## src/shared/rsm_consts.vh

```
// Constants for the reference switchover and monitor block
`ifndef RSM_CONSTS_VH
`define RSM_CONSTS_VH

// Register addresses on the decoded serial control port
`define RSM_ADDR_W 10
`define RSM_ADDR_REFCTL 10'h01c
`define RSM_ADDR_MONSEL 10'h01b
`define RSM_ADDR_STATUS 10'h0f0

// Reference control register fields
`define RSM_BIT_DEGLITCH_OFF 7
`define RSM_BIT_SEL_B 6
`define RSM_BIT_USE_PIN 5
`define RSM_BIT_AUTO 4
`define RSM_BIT_STAY_B 3
`define RSM_BIT_PWR_B 2
`define RSM_BIT_PWR_A 1
`define RSM_BIT_DIFF 0

// Reset values
`define RSM_REFCTL_RST 8'h00
`define RSM_MONSEL_RST 5'h00

// Monitor selector field
`define RSM_MONSEL_W 5
`define RSM_MON_INV_BIT 4

// Monitor source codes, low four bits of the selector
`define RSM_MON_RAIL 4'h0
`define RSM_MON_CLK_A 4'h1
`define RSM_MON_CLK_B 4'h2
`define RSM_MON_CLK_SEL 4'h3
`define RSM_MON_CLK_UNSEL 4'h4
`define RSM_MON_GOOD_SEL 4'h5
`define RSM_MON_GOOD_UNSEL 4'h6
`define RSM_MON_GOOD_A 4'h7
`define RSM_MON_GOOD_B 4'h8
`define RSM_MON_GOOD_AB 4'h9
`define RSM_MON_LOCK_ALL 4'ha
`define RSM_MON_GOOD_VCO 4'hb
`define RSM_MON_WHICH_REF 4'hc
`define RSM_MON_LOCK 4'hd
`define RSM_MON_HOLDOVER 4'he

// Switchover states
`define RSM_ON_A 1'b0
`define RSM_ON_B 1'b1

`endif

```

## src/core/rsm_deglitch.v

```verilog
// Glitch-free two-way reference multiplexer for the PLL input
`timescale 1ns/1ns
`include "rsm_consts.vh"

module rsm_deglitch (
    input wire sys_clk, // System clock
    input wire rst, // Synchronous reset, active high
    input wire refA, // Synchronised reference input A
    input wire refB, // Synchronised reference input B
    input wire targetSel, // Wanted reference, 1 means input B
    input wire bypass, // High disables the deglitcher
    output reg pllRef_q, // Reference delivered to the PLL
    output reg activeSel_q // Reference in use, 1 means input B
);

    reg gate_q; // Output held low during a change over
    wire curClk; // Clock now in use
    wire newClk; // Clock about to be used

    assign curClk = activeSel_q ? refB : refA;
    assign newClk = targetSel ? refB : refA;

    // Change over only after the old clock and then the new clock are seen low, so no runt pulse escapes
    always @(posedge sys_clk) begin
        if (rst) begin
            gate_q <= 1'b0;
            activeSel_q <= `RSM_ON_A;
            pllRef_q <= 1'b0;
        end else if (bypass) begin
            // Deglitch off: follow the wanted reference at once
            gate_q <= 1'b0;
            activeSel_q <= targetSel;
            pllRef_q <= newClk;
        end else begin
            if (!gate_q && targetSel != activeSel_q && !curClk) begin
                // Old clock is low: freeze output low
                gate_q <= 1'b1;
            end else if (gate_q && !newClk) begin
                // New clock is low too: hand over
                gate_q <= 1'b0;
                activeSel_q <= targetSel;
            end
            // Output stays low while gated
            pllRef_q <= gate_q ? 1'b0 : curClk;
        end
    end

endmodule

```

## src/core/rsm_top.v

```verilog
// Reference selection, switchover and monitor pin logic of the PLL
//
// Overview of operation
// - Code 10100 shows unselected clock, not differential.
// - 10101/10110 show selected/unselected good, active low; 10110 is held low if differential.
// - 10111/11000 show A/B frequency good, active low.
// - 11001 shows A good AND B good.
// - 11010 shows lock AND selected good AND VCO.
// - 11011 shows VCO good, active low.
// - 11100 low for input B, high for A.
// - 11101 lock, 11110 holdover, active low; 11111 unused.
// - Bit 6 picks input B in manual register mode.
// - Bit 5 picks selection from the select pin.
// - Automatic switchover powers both inputs, overrides enables.
// - Bit 3 clear reverts to A when good.
// - Bits 2 and 1 power inputs B and A.
// - Bit 0 selects differential reference mode.
// - Top selector bit clear gives active-high status.
`timescale 1ns/1ns
`include "rsm_consts.vh"

module rsm_top (
    input wire sys_clk, // System clock, 25 MHz
    input wire rst, // Synchronous reset, active high
    input wire [`RSM_ADDR_W-1:0] regAddr, // Register address
    input wire regWrEn, // Register write strobe, one cycle
    input wire [7:0] regWrData, // Register write data
    input wire regRdEn, // Register read strobe, one cycle
    output reg [7:0] regRdData_q, // Register read data, next cycle
    input wire refInputA, // Reference input A pin
    input wire refInputB, // Reference input B pin
    input wire refSelPin, // Reference select pin, high picks B
    input wire refAFreqGood, // Frequency monitor of input A, high is good
    input wire refBFreqGood, // Frequency monitor of input B, high is good
    input wire vcoFreqGood, // VCO frequency monitor, high is good
    input wire digitalLockDetect, // Digital lock detect, high is locked
    input wire holdoverActive, // Holdover controller active, high
    output wire pllRef, // Reference clock delivered to the PLL
    output wire refAPowerOn, // Power enable for input A buffer
    output wire refBPowerOn, // Power enable for input B buffer
    output wire diffRefMode, // High selects differential reference
    output reg refMonitorPin_q // Monitor pin output
);

    // Register state
    reg [7:0] refCtl_q; // Reference select control register
    reg [`RSM_MONSEL_W-1:0] monSel_q; // Monitor pin source selector
    reg autoSel_q; // Automatic switchover choice, 1 means input B
    reg [7:0] statusWord; // Read-only status view

    // Two-stage synchronisers for pins; only stage two is read
    reg [7:0] sync1_q; // First stage
    reg [7:0] sync2_q; // Second stage

    // Synchronised signals
    wire refA; // Input A clock
    wire refB; // Input B clock
    wire selPin; // Select pin
    wire goodA; // Input A frequency good
    wire goodB; // Input B frequency good
    wire goodVco; // VCO frequency good
    wire locked; // Digital lock detect
    wire holdover; // Holdover active

    // Control fields
    wire deglitchOff; // Bit 7
    wire regSelB; // Bit 6
    wire usePin; // Bit 5
    wire autoEn; // Bit 4
    wire stayOnB; // Bit 3
    wire pwrB; // Bit 2
    wire pwrA; // Bit 1
    wire diffMode; // Bit 0

    // Selection path
    reg targetSel; // Wanted reference, 1 means input B
    wire activeSel; // Reference now feeding the PLL
    wire selGood; // Good status of the selected reference
    wire unselGood; // Good status of the unselected reference
    wire selClk; // Selected reference clock
    wire unselClk; // Unselected reference clock
    reg monNext; // Next monitor pin level

    // Synchronous write strobes
    wire wrRefCtl; // Write to the reference control register
    wire wrMonSel; // Write to the monitor selector

    // Invert a status level when the top selector bit asks for it
    function statusLevel;
        input status; // Active-high status
        input invert; // Top selector bit
        begin
            statusLevel = invert ? ~status : status;
        end
    endfunction

    // Pin inputs cross into the clock domain through two flip-flops
    always @(posedge sys_clk) begin
        if (rst) begin
            sync1_q <= 8'h00;
            sync2_q <= 8'h00;
        end else begin
            sync1_q <= {holdoverActive, digitalLockDetect, vcoFreqGood, refBFreqGood,
                refAFreqGood, refSelPin, refInputB, refInputA};
            sync2_q <= sync1_q;
        end
    end

    assign refA = sync2_q[0];
    assign refB = sync2_q[1];
    assign selPin = sync2_q[2];
    assign goodA = sync2_q[3];
    assign goodB = sync2_q[4];
    assign goodVco = sync2_q[5];
    assign locked = sync2_q[6];
    assign holdover = sync2_q[7];

    // Field decode of the control register
    assign deglitchOff = refCtl_q[`RSM_BIT_DEGLITCH_OFF];
    assign regSelB = refCtl_q[`RSM_BIT_SEL_B];
    assign usePin = refCtl_q[`RSM_BIT_USE_PIN];
    assign autoEn = refCtl_q[`RSM_BIT_AUTO];
    assign stayOnB = refCtl_q[`RSM_BIT_STAY_B];
    assign pwrB = refCtl_q[`RSM_BIT_PWR_B];
    assign pwrA = refCtl_q[`RSM_BIT_PWR_A];
    assign diffMode = refCtl_q[`RSM_BIT_DIFF];

    assign wrRefCtl = regWrEn && (regAddr == `RSM_ADDR_REFCTL);
    assign wrMonSel = regWrEn && (regAddr == `RSM_ADDR_MONSEL);

    // Register writes; the selector write never touches switchover state
    always @(posedge sys_clk) begin
        if (rst) begin
            refCtl_q <= `RSM_REFCTL_RST;
            monSel_q <= `RSM_MONSEL_RST;
        end else begin
            if (wrRefCtl) begin
                refCtl_q <= regWrData;
            end
            if (wrMonSel) begin
                // Only the selector changes here
                monSel_q <= regWrData[`RSM_MONSEL_W-1:0];
            end
        end
    end

    // Power enables: automatic switchover forces both inputs on
    assign refAPowerOn = autoEn | pwrA;
    assign refBPowerOn = autoEn | pwrB;
    // Differential mode is handed to the input buffers as a level
    assign diffRefMode = diffMode;

    // Automatic switchover choice
    // Software keeps single-ended mode while this runs; differential
    // mode still pins the choice to input A as a safe fallback.
    always @(posedge sys_clk) begin
        if (rst) begin
            autoSel_q <= `RSM_ON_A;
        end else if (!autoEn || diffMode) begin
            // Restart from input A whenever automatic mode resumes
            autoSel_q <= `RSM_ON_A;
        end else begin
            case (autoSel_q)
                `RSM_ON_A: begin
                    // Leave A only for a good B
                    if (!goodA && goodB) begin
                        autoSel_q <= `RSM_ON_B;
                    end
                end
                `RSM_ON_B: begin
                    if (goodA && !stayOnB) begin
                        // Revert to A once A is good again
                        autoSel_q <= `RSM_ON_A;
                    end else if (!goodB && goodA) begin
                        // B failed while A is good: go back even if staying
                        autoSel_q <= `RSM_ON_A;
                    end
                end
                default: begin
                    autoSel_q <= `RSM_ON_A;
                end
            endcase
        end
    end

    // Wanted reference from mode bits
    always @* begin
        if (diffMode) begin
            // Differential reference arrives on input A
            targetSel = `RSM_ON_A;
        end else if (autoEn) begin
            // Automatic switchover in charge
            targetSel = autoSel_q;
        end else if (usePin) begin
            // Manual choice from the select pin
            targetSel = selPin;
        end else begin
            // Manual choice from the register bit
            targetSel = regSelB;
        end
    end

    // Glitch-free change over toward the PLL
    rsm_deglitch u_deglitch (
        .sys_clk(sys_clk),
        .rst(rst),
        .refA(refA),
        .refB(refB),
        .targetSel(targetSel),
        .bypass(deglitchOff),
        .pllRef_q(pllRef),
        .activeSel_q(activeSel)
    );

    // Selected and unselected views; B is unavailable in differential mode
    assign selGood = activeSel ? goodB : goodA;
    assign unselGood = diffMode ? 1'b0 : (activeSel ? goodA : goodB);
    assign selClk = activeSel ? refB : refA;
    assign unselClk = diffMode ? 1'b0 : (activeSel ? refA : refB);

    // Monitor pin source; the top bit inverts level statuses other than 11001 and 11010, never clocks
    // Clocks are shown as sampled at the system clock, so references
    // above half the system rate alias on the pin.
    always @* begin
        monNext = 1'b0;
        case (monSel_q[3:0])
            `RSM_MON_RAIL: begin
                // Ground for the low half, supply for the high half
                monNext = monSel_q[`RSM_MON_INV_BIT];
            end
            `RSM_MON_CLK_A: begin
                monNext = refA;
            end
            `RSM_MON_CLK_B: begin
                monNext = diffMode ? 1'b0 : refB;
            end
            `RSM_MON_CLK_SEL: begin
                monNext = selClk;
            end
            `RSM_MON_CLK_UNSEL: begin
                // Dynamic unselected clock, quiet in differential mode
                monNext = unselClk;
            end
            `RSM_MON_GOOD_SEL: begin
                monNext = statusLevel(selGood, monSel_q[`RSM_MON_INV_BIT]);
            end
            `RSM_MON_GOOD_UNSEL: begin
                // Forced low in differential mode, in both halves
                if (diffMode) begin
                    monNext = 1'b0;
                end else begin
                    monNext = statusLevel(unselGood, monSel_q[`RSM_MON_INV_BIT]);
                end
            end
            `RSM_MON_GOOD_A: begin
                monNext = statusLevel(goodA, monSel_q[`RSM_MON_INV_BIT]);
            end
            `RSM_MON_GOOD_B: begin
                monNext = statusLevel(goodB, monSel_q[`RSM_MON_INV_BIT]);
            end
            `RSM_MON_GOOD_AB: begin
                // Same polarity in both halves
                monNext = goodA & goodB;
            end
            `RSM_MON_LOCK_ALL: begin
                // Same polarity in both halves
                monNext = locked & selGood & goodVco;
            end
            `RSM_MON_GOOD_VCO: begin
                monNext = statusLevel(goodVco, monSel_q[`RSM_MON_INV_BIT]);
            end
            `RSM_MON_WHICH_REF: begin
                // High half: high for A, low for B
                monNext = statusLevel(activeSel, monSel_q[`RSM_MON_INV_BIT]);
            end
            `RSM_MON_LOCK: begin
                monNext = statusLevel(locked, monSel_q[`RSM_MON_INV_BIT]);
            end
            `RSM_MON_HOLDOVER: begin
                monNext = statusLevel(holdover, monSel_q[`RSM_MON_INV_BIT]);
            end
            default: begin
                // Reserved code drives low
                monNext = 1'b0;
            end
        endcase
    end

    // Monitor pin registered; a new source shows one edge after the write
    always @(posedge sys_clk) begin
        if (rst) begin
            refMonitorPin_q <= 1'b0;
        end else begin
            refMonitorPin_q <= monNext;
        end
    end

    // Read-only status view of the block's own state
    always @* begin
        statusWord = {1'b0, holdover, locked, goodVco, goodB, goodA,
            autoSel_q, activeSel};
    end

    // Register reads answer one cycle after the strobe; unmapped reads zero
    always @(posedge sys_clk) begin
        if (rst) begin
            regRdData_q <= 8'h00;
        end else if (regRdEn) begin
            case (regAddr)
                `RSM_ADDR_REFCTL: begin
                    regRdData_q <= refCtl_q;
                end
                `RSM_ADDR_MONSEL: begin
                    regRdData_q <= {3'h0, monSel_q};
                end
                `RSM_ADDR_STATUS: begin
                    regRdData_q <= statusWord;
                end
                default: begin
                    regRdData_q <= 8'h00;
                end
            endcase
        end
    end

endmodule

```

## config.mk

```make
export PLATFORM = sky130hd
export DESIGN_NAME = rsm_top
export DESIGN_NICKNAME = d
export VERILOG_FILES = /design/src/core/rsm_deglitch.v /design/src/core/rsm_top.v
export VERILOG_INCLUDE_DIRS = /design/src /design/src/shared
export SDC_FILE = /design/constraint.sdc
export NUM_CORES = 1
export LEC_CHECK = 0
export CORE_MARGIN = 10
export CORE_UTILIZATION = 55
export CTS_CLUSTER_DIAMETER = 100
export DETAILED_ROUTE_END_ITERATION = 16
export DONT_BUFFER_PORTS = 1
export PLACE_DENSITY = 0.73
export SLEW_MARGIN = 20
export SYNTH_ARGS = -nofsm -noshare
export SYNTH_HDL_FRONTEND = slang
export SYNTH_SLANG_ARGS = --single-unit
```

## constraint.sdc

```tcl
create_clock -name sys_clk -period 1.3 [get_ports sys_clk]
set_input_delay 0.26 -clock sys_clk [delete_from_list [all_inputs] [get_ports sys_clk]]
set_output_delay 0.26 -clock sys_clk [all_outputs]
set_load 0.05 [all_outputs]
```

==> metrics.md <==
| Metric | Value |
|---|---|
| Outcome | finished, violations left |
| Violated checks | negative hold slack, negative setup slack |
| TNS Setup | -0.592 ns |
| FF-to-FF path depth | 5 |
| Crit-path slowest cell | mux4_2 |
| Post-Route Utilization | between 70 and 80% |
| # H-tree levels | 2 |
| Clock Path Buffers | 2 |
| Data arrival, critical path | 1.76 ns |
| Leakage | 1.16 nW |
| Detail Route Antenna Nets | 0 |
| Period utilisation layout | 115% |
| Initial antenna violation count | 0 |
| Pre-antenna DRT Iters | 4 |
| Area occupied by multi-input gates | 1120 um2 |
| Synth area leaders | dfxtp_1, mux2i_1, nor2b_1 |
| RSZ-0062 raised after global routing | true |
| Maximum vdd drop | 0.876 mV |
| Largest area contributor in the netlist | dfxtp_1 |
| Max Clk Rate | between 0.6 and 0.7 GHz |
| Post-synth top flop | dfxtp_1 |
| Antenna diode count | 0 |
| CTS Hold Bufs | 16 |
| Critical Path Start | refCtl_q[5] |
| Share of the synthesized area in the top cell type | 42.4% |
| CP max FO | 2 |
| Skew-Pair Late Insertion Delay | 0.36 ns |
| Layout Nets | 295 |
| Sequential standard cell area | 857 um2 |
| Cts bufs inserted | 5 |
| DR vias | 1,797 |
| CP endpoint kind | register |
| Sequential-to-total area share from yosys stat | 42.4% |
| Final WS setup | -0.193 ns |
| CTS tree | built |
| Clk root buf | clkbuf_4 |
| Relative slew slack | 67.7% |
| Cell count after placement | around 280 |
| Post-DR wirelength/cell | around 17 um |
| Area Overhead vs Synth | 33.9% |
| Critical path startpoint category | register |
| DIE AREA | ~6400 um2 |
| Fin. Hold Viols | 25 |
| Congestion Overflow GR | 0 |
| Die width | 80.1 um |
| Total Routed Length | 5240 um |
| Cells after Synth | 209 |
| DR iter-0 viols | 115 |
| Die Y | between 80 and 90 um |
| Rows | 21 |
| GRT Total Usage | 16.7% |
| IO Count | 43 |
| Most common cell after layout, fill and taps aside | buf_4 |
| Critical Path RT | 1.56 ns |
| Vias in the first global route | 1,820 |
| Synth Area per Inst | 9.49 um2 |
| Critical Path Sink | u_deglitch.gate_q |
| Most used routing layer | met2 |
| Warnings, synthesis | 0 |
| MaxCap Viol Count | 0 |
| Met1 usage | 17.9% |
| RR Startpoint | refCtl_q[5] |
| Syn Nets | 239 |
| EDFF count, synth | 0 |
| First-pass GRT wire length | approximately 8400 um |
| Least-Margin Pin Slew | slightly below 0.5 ns |
| R2r endpoint | u_deglitch.gate_q |
| Final GP Congestion | 0.870 |
| Hold Path Class | in -> reg |
| Final hold slack | -0.0526 ns |
| Met2 Use GR | 28.7% |
| CTS Sinks | 42 |
| Non-Filler Instances | 312 |
| Count of state elements after synthesis | 42 |
| Final clock skew | 0.00559 ns |
| Post-route DRC | 0 |
| Clk slew on worst S/H paths | between 0.1 and 0.15 ns |
| PortBufs | 0 |
| Largest net degree at the start of global routing | 45 |
| Most frequent cells in the layout | buf_4, dfxtp_1, nor2_1 |
| Power Density | 871 nW/um2 |
| Max incr delay on CP | 0.47 ns |
| Async set-reset flop share out of synthesis | 0% |
| Setup WS pre-CTS | -0.219 ns |
| Share of post-route cells with drive strength above 1 | 30.1% |
| Initial Util | 58.1% |
| Min Tclk post-route | 1.49 ns |
| Mapped cell area | between 1500 and 2000 um2 |
| Grt met3 use | just under 6% |
| Setup slack, reg-to-reg | -0.19 ns |
| Final setup fails | 6 |
| Synth cell types | 49 |
| Via-to-Cell Ratio | 5.76 |
| Core box area | 3420 um2 |
| WS Path Type | reg -> reg |
| DP HPWL | 3790 um |
| Worst-path cell chain | mux2i_1 -> o21ai_1 -> and2_4 -> mux4_2 -> nor3b_2 |
| Fillcell total | 247 |
| Slew Viols, Final | 0 |
## worst min path at each step
| stage | startpoint | to | cells after the start |
|---|---|---|---|
| after floorplan | regRdEn | regRdData_q[5] | 1 |
| after global placement | rst | refCtl_q[0] | 1 |
| after detailed placement | rst | sync1_q[5] | 1 |
| after CTS | rst | monSel_q[0] | 1 |
| after global routing | rst | u_deglitch.activeSel_q | 1 |
| final | rst | monSel_q[3] | 1 |
## cells by family (layout without fill, tap and decap cells)
logic type / after synthesis / after routing / synth area share (%)
compound gates: 42 / 42 / 15.6
flops: 42 / 42 / 42.4
mux: 21 / 21 / 11.2
simple gates: 82 / 82 / 25.4
buf+inv: 19 / 76 / 4.04
xor+xnor: 3 / 3 / 1.32
## report_power, final
| part | leakage, nW | switching (W) | internal (W) |
|---|---|---|---|
| Clock | 0.0374 | 0.000449 | 0.000403 |
| Combinational | 0.770 | 0.0000486 | 0.0000814 |
| Sequential | 0.347 | 0.0000213 | 0.00131 |
| Total | 1.16 | 0.000519 | 0.00179 |
## layer usage
| metal | vias up | share of wire (%) |
|---|---|---|
| met5 | - | 0 |
| met4 | 0 | 2.2 |
| met3 | 12 | 7.6 |
| met2 | 61 | 49 |
| met1 | 854 | 41 |
| li1 | 870 | - |
## timing repair
item                                    CTS  global route
buffers inserted                          2             2
endpoints found under the setup margin    4             7
pin swaps                                 5             6
endpoints found under the hold margin    41            25
gates resized for setup                   8            11
## worst max-delay path, delay by kind of cell (launching register included)
| family | cells | cell delay [ns] |
|---|---|---|
| muxes | 2 | 0.59 |
| DFF | 1 | 0.35 |
| and+or+nand+nor | 2 | 0.34 |
| AOI/OAI and AO/OA | 1 | 0.13 |
## final cells by class
cell class	instances	share of cell area, %
multi-input cells	148	42.2
well taps	46	2.17
flip-flops and latches	42	32.3
clock inverters	3	1.69
repair buffers	63	19.6
inverters	5	0.706
clock buffers	5	1.41
## sequential cells by signal, indices dropped and copies added, names as in the netlist
signal	count
sync1_q	8
u_deglitch.pllRef_q	1
monSel_q	5
regRdData_q	8
autoSel_q	1
sync2_q	8
u_deglitch.activeSel_q	1
refMonitorPin_q	1
u_deglitch.gate_q	1
refCtl_q	8
## stage by stage
| step | instance area, um2 | power, W | hold slack, ns |
|---|---|---|---|
| 6_report | 2660 | 0.00231 | -0.0526 |
| 4_1_cts | 2590 | 0.00233 | -0.0602 |
| 3_5_place_dp | 2310 | 0.00145 | 0.337 |
| 2_1_floorplan | 2010 | 0.00144 | 0.356 |
| 3_3_place_gp | 2310 | 0.00145 | 0.333 |
| 5_1_grt | 2660 | 0.00241 | -0.0756 |
## synth_stat cells (3+ instances only)
master,count
dfxtp_1,42
nor2_1,25
mux2i_1,20
nor2b_1,18
a22oi_1,10
clkbuf_1,9
nand2_1,7
a21oi_1,5
inv_1,5
o2bb2ai_1,5
buf_2,4
nor3_1,4
a211oi_1,3
a311oi_1,3
and3b_1,3
o21ai_0,3
(Power assumes the default switching activity.)
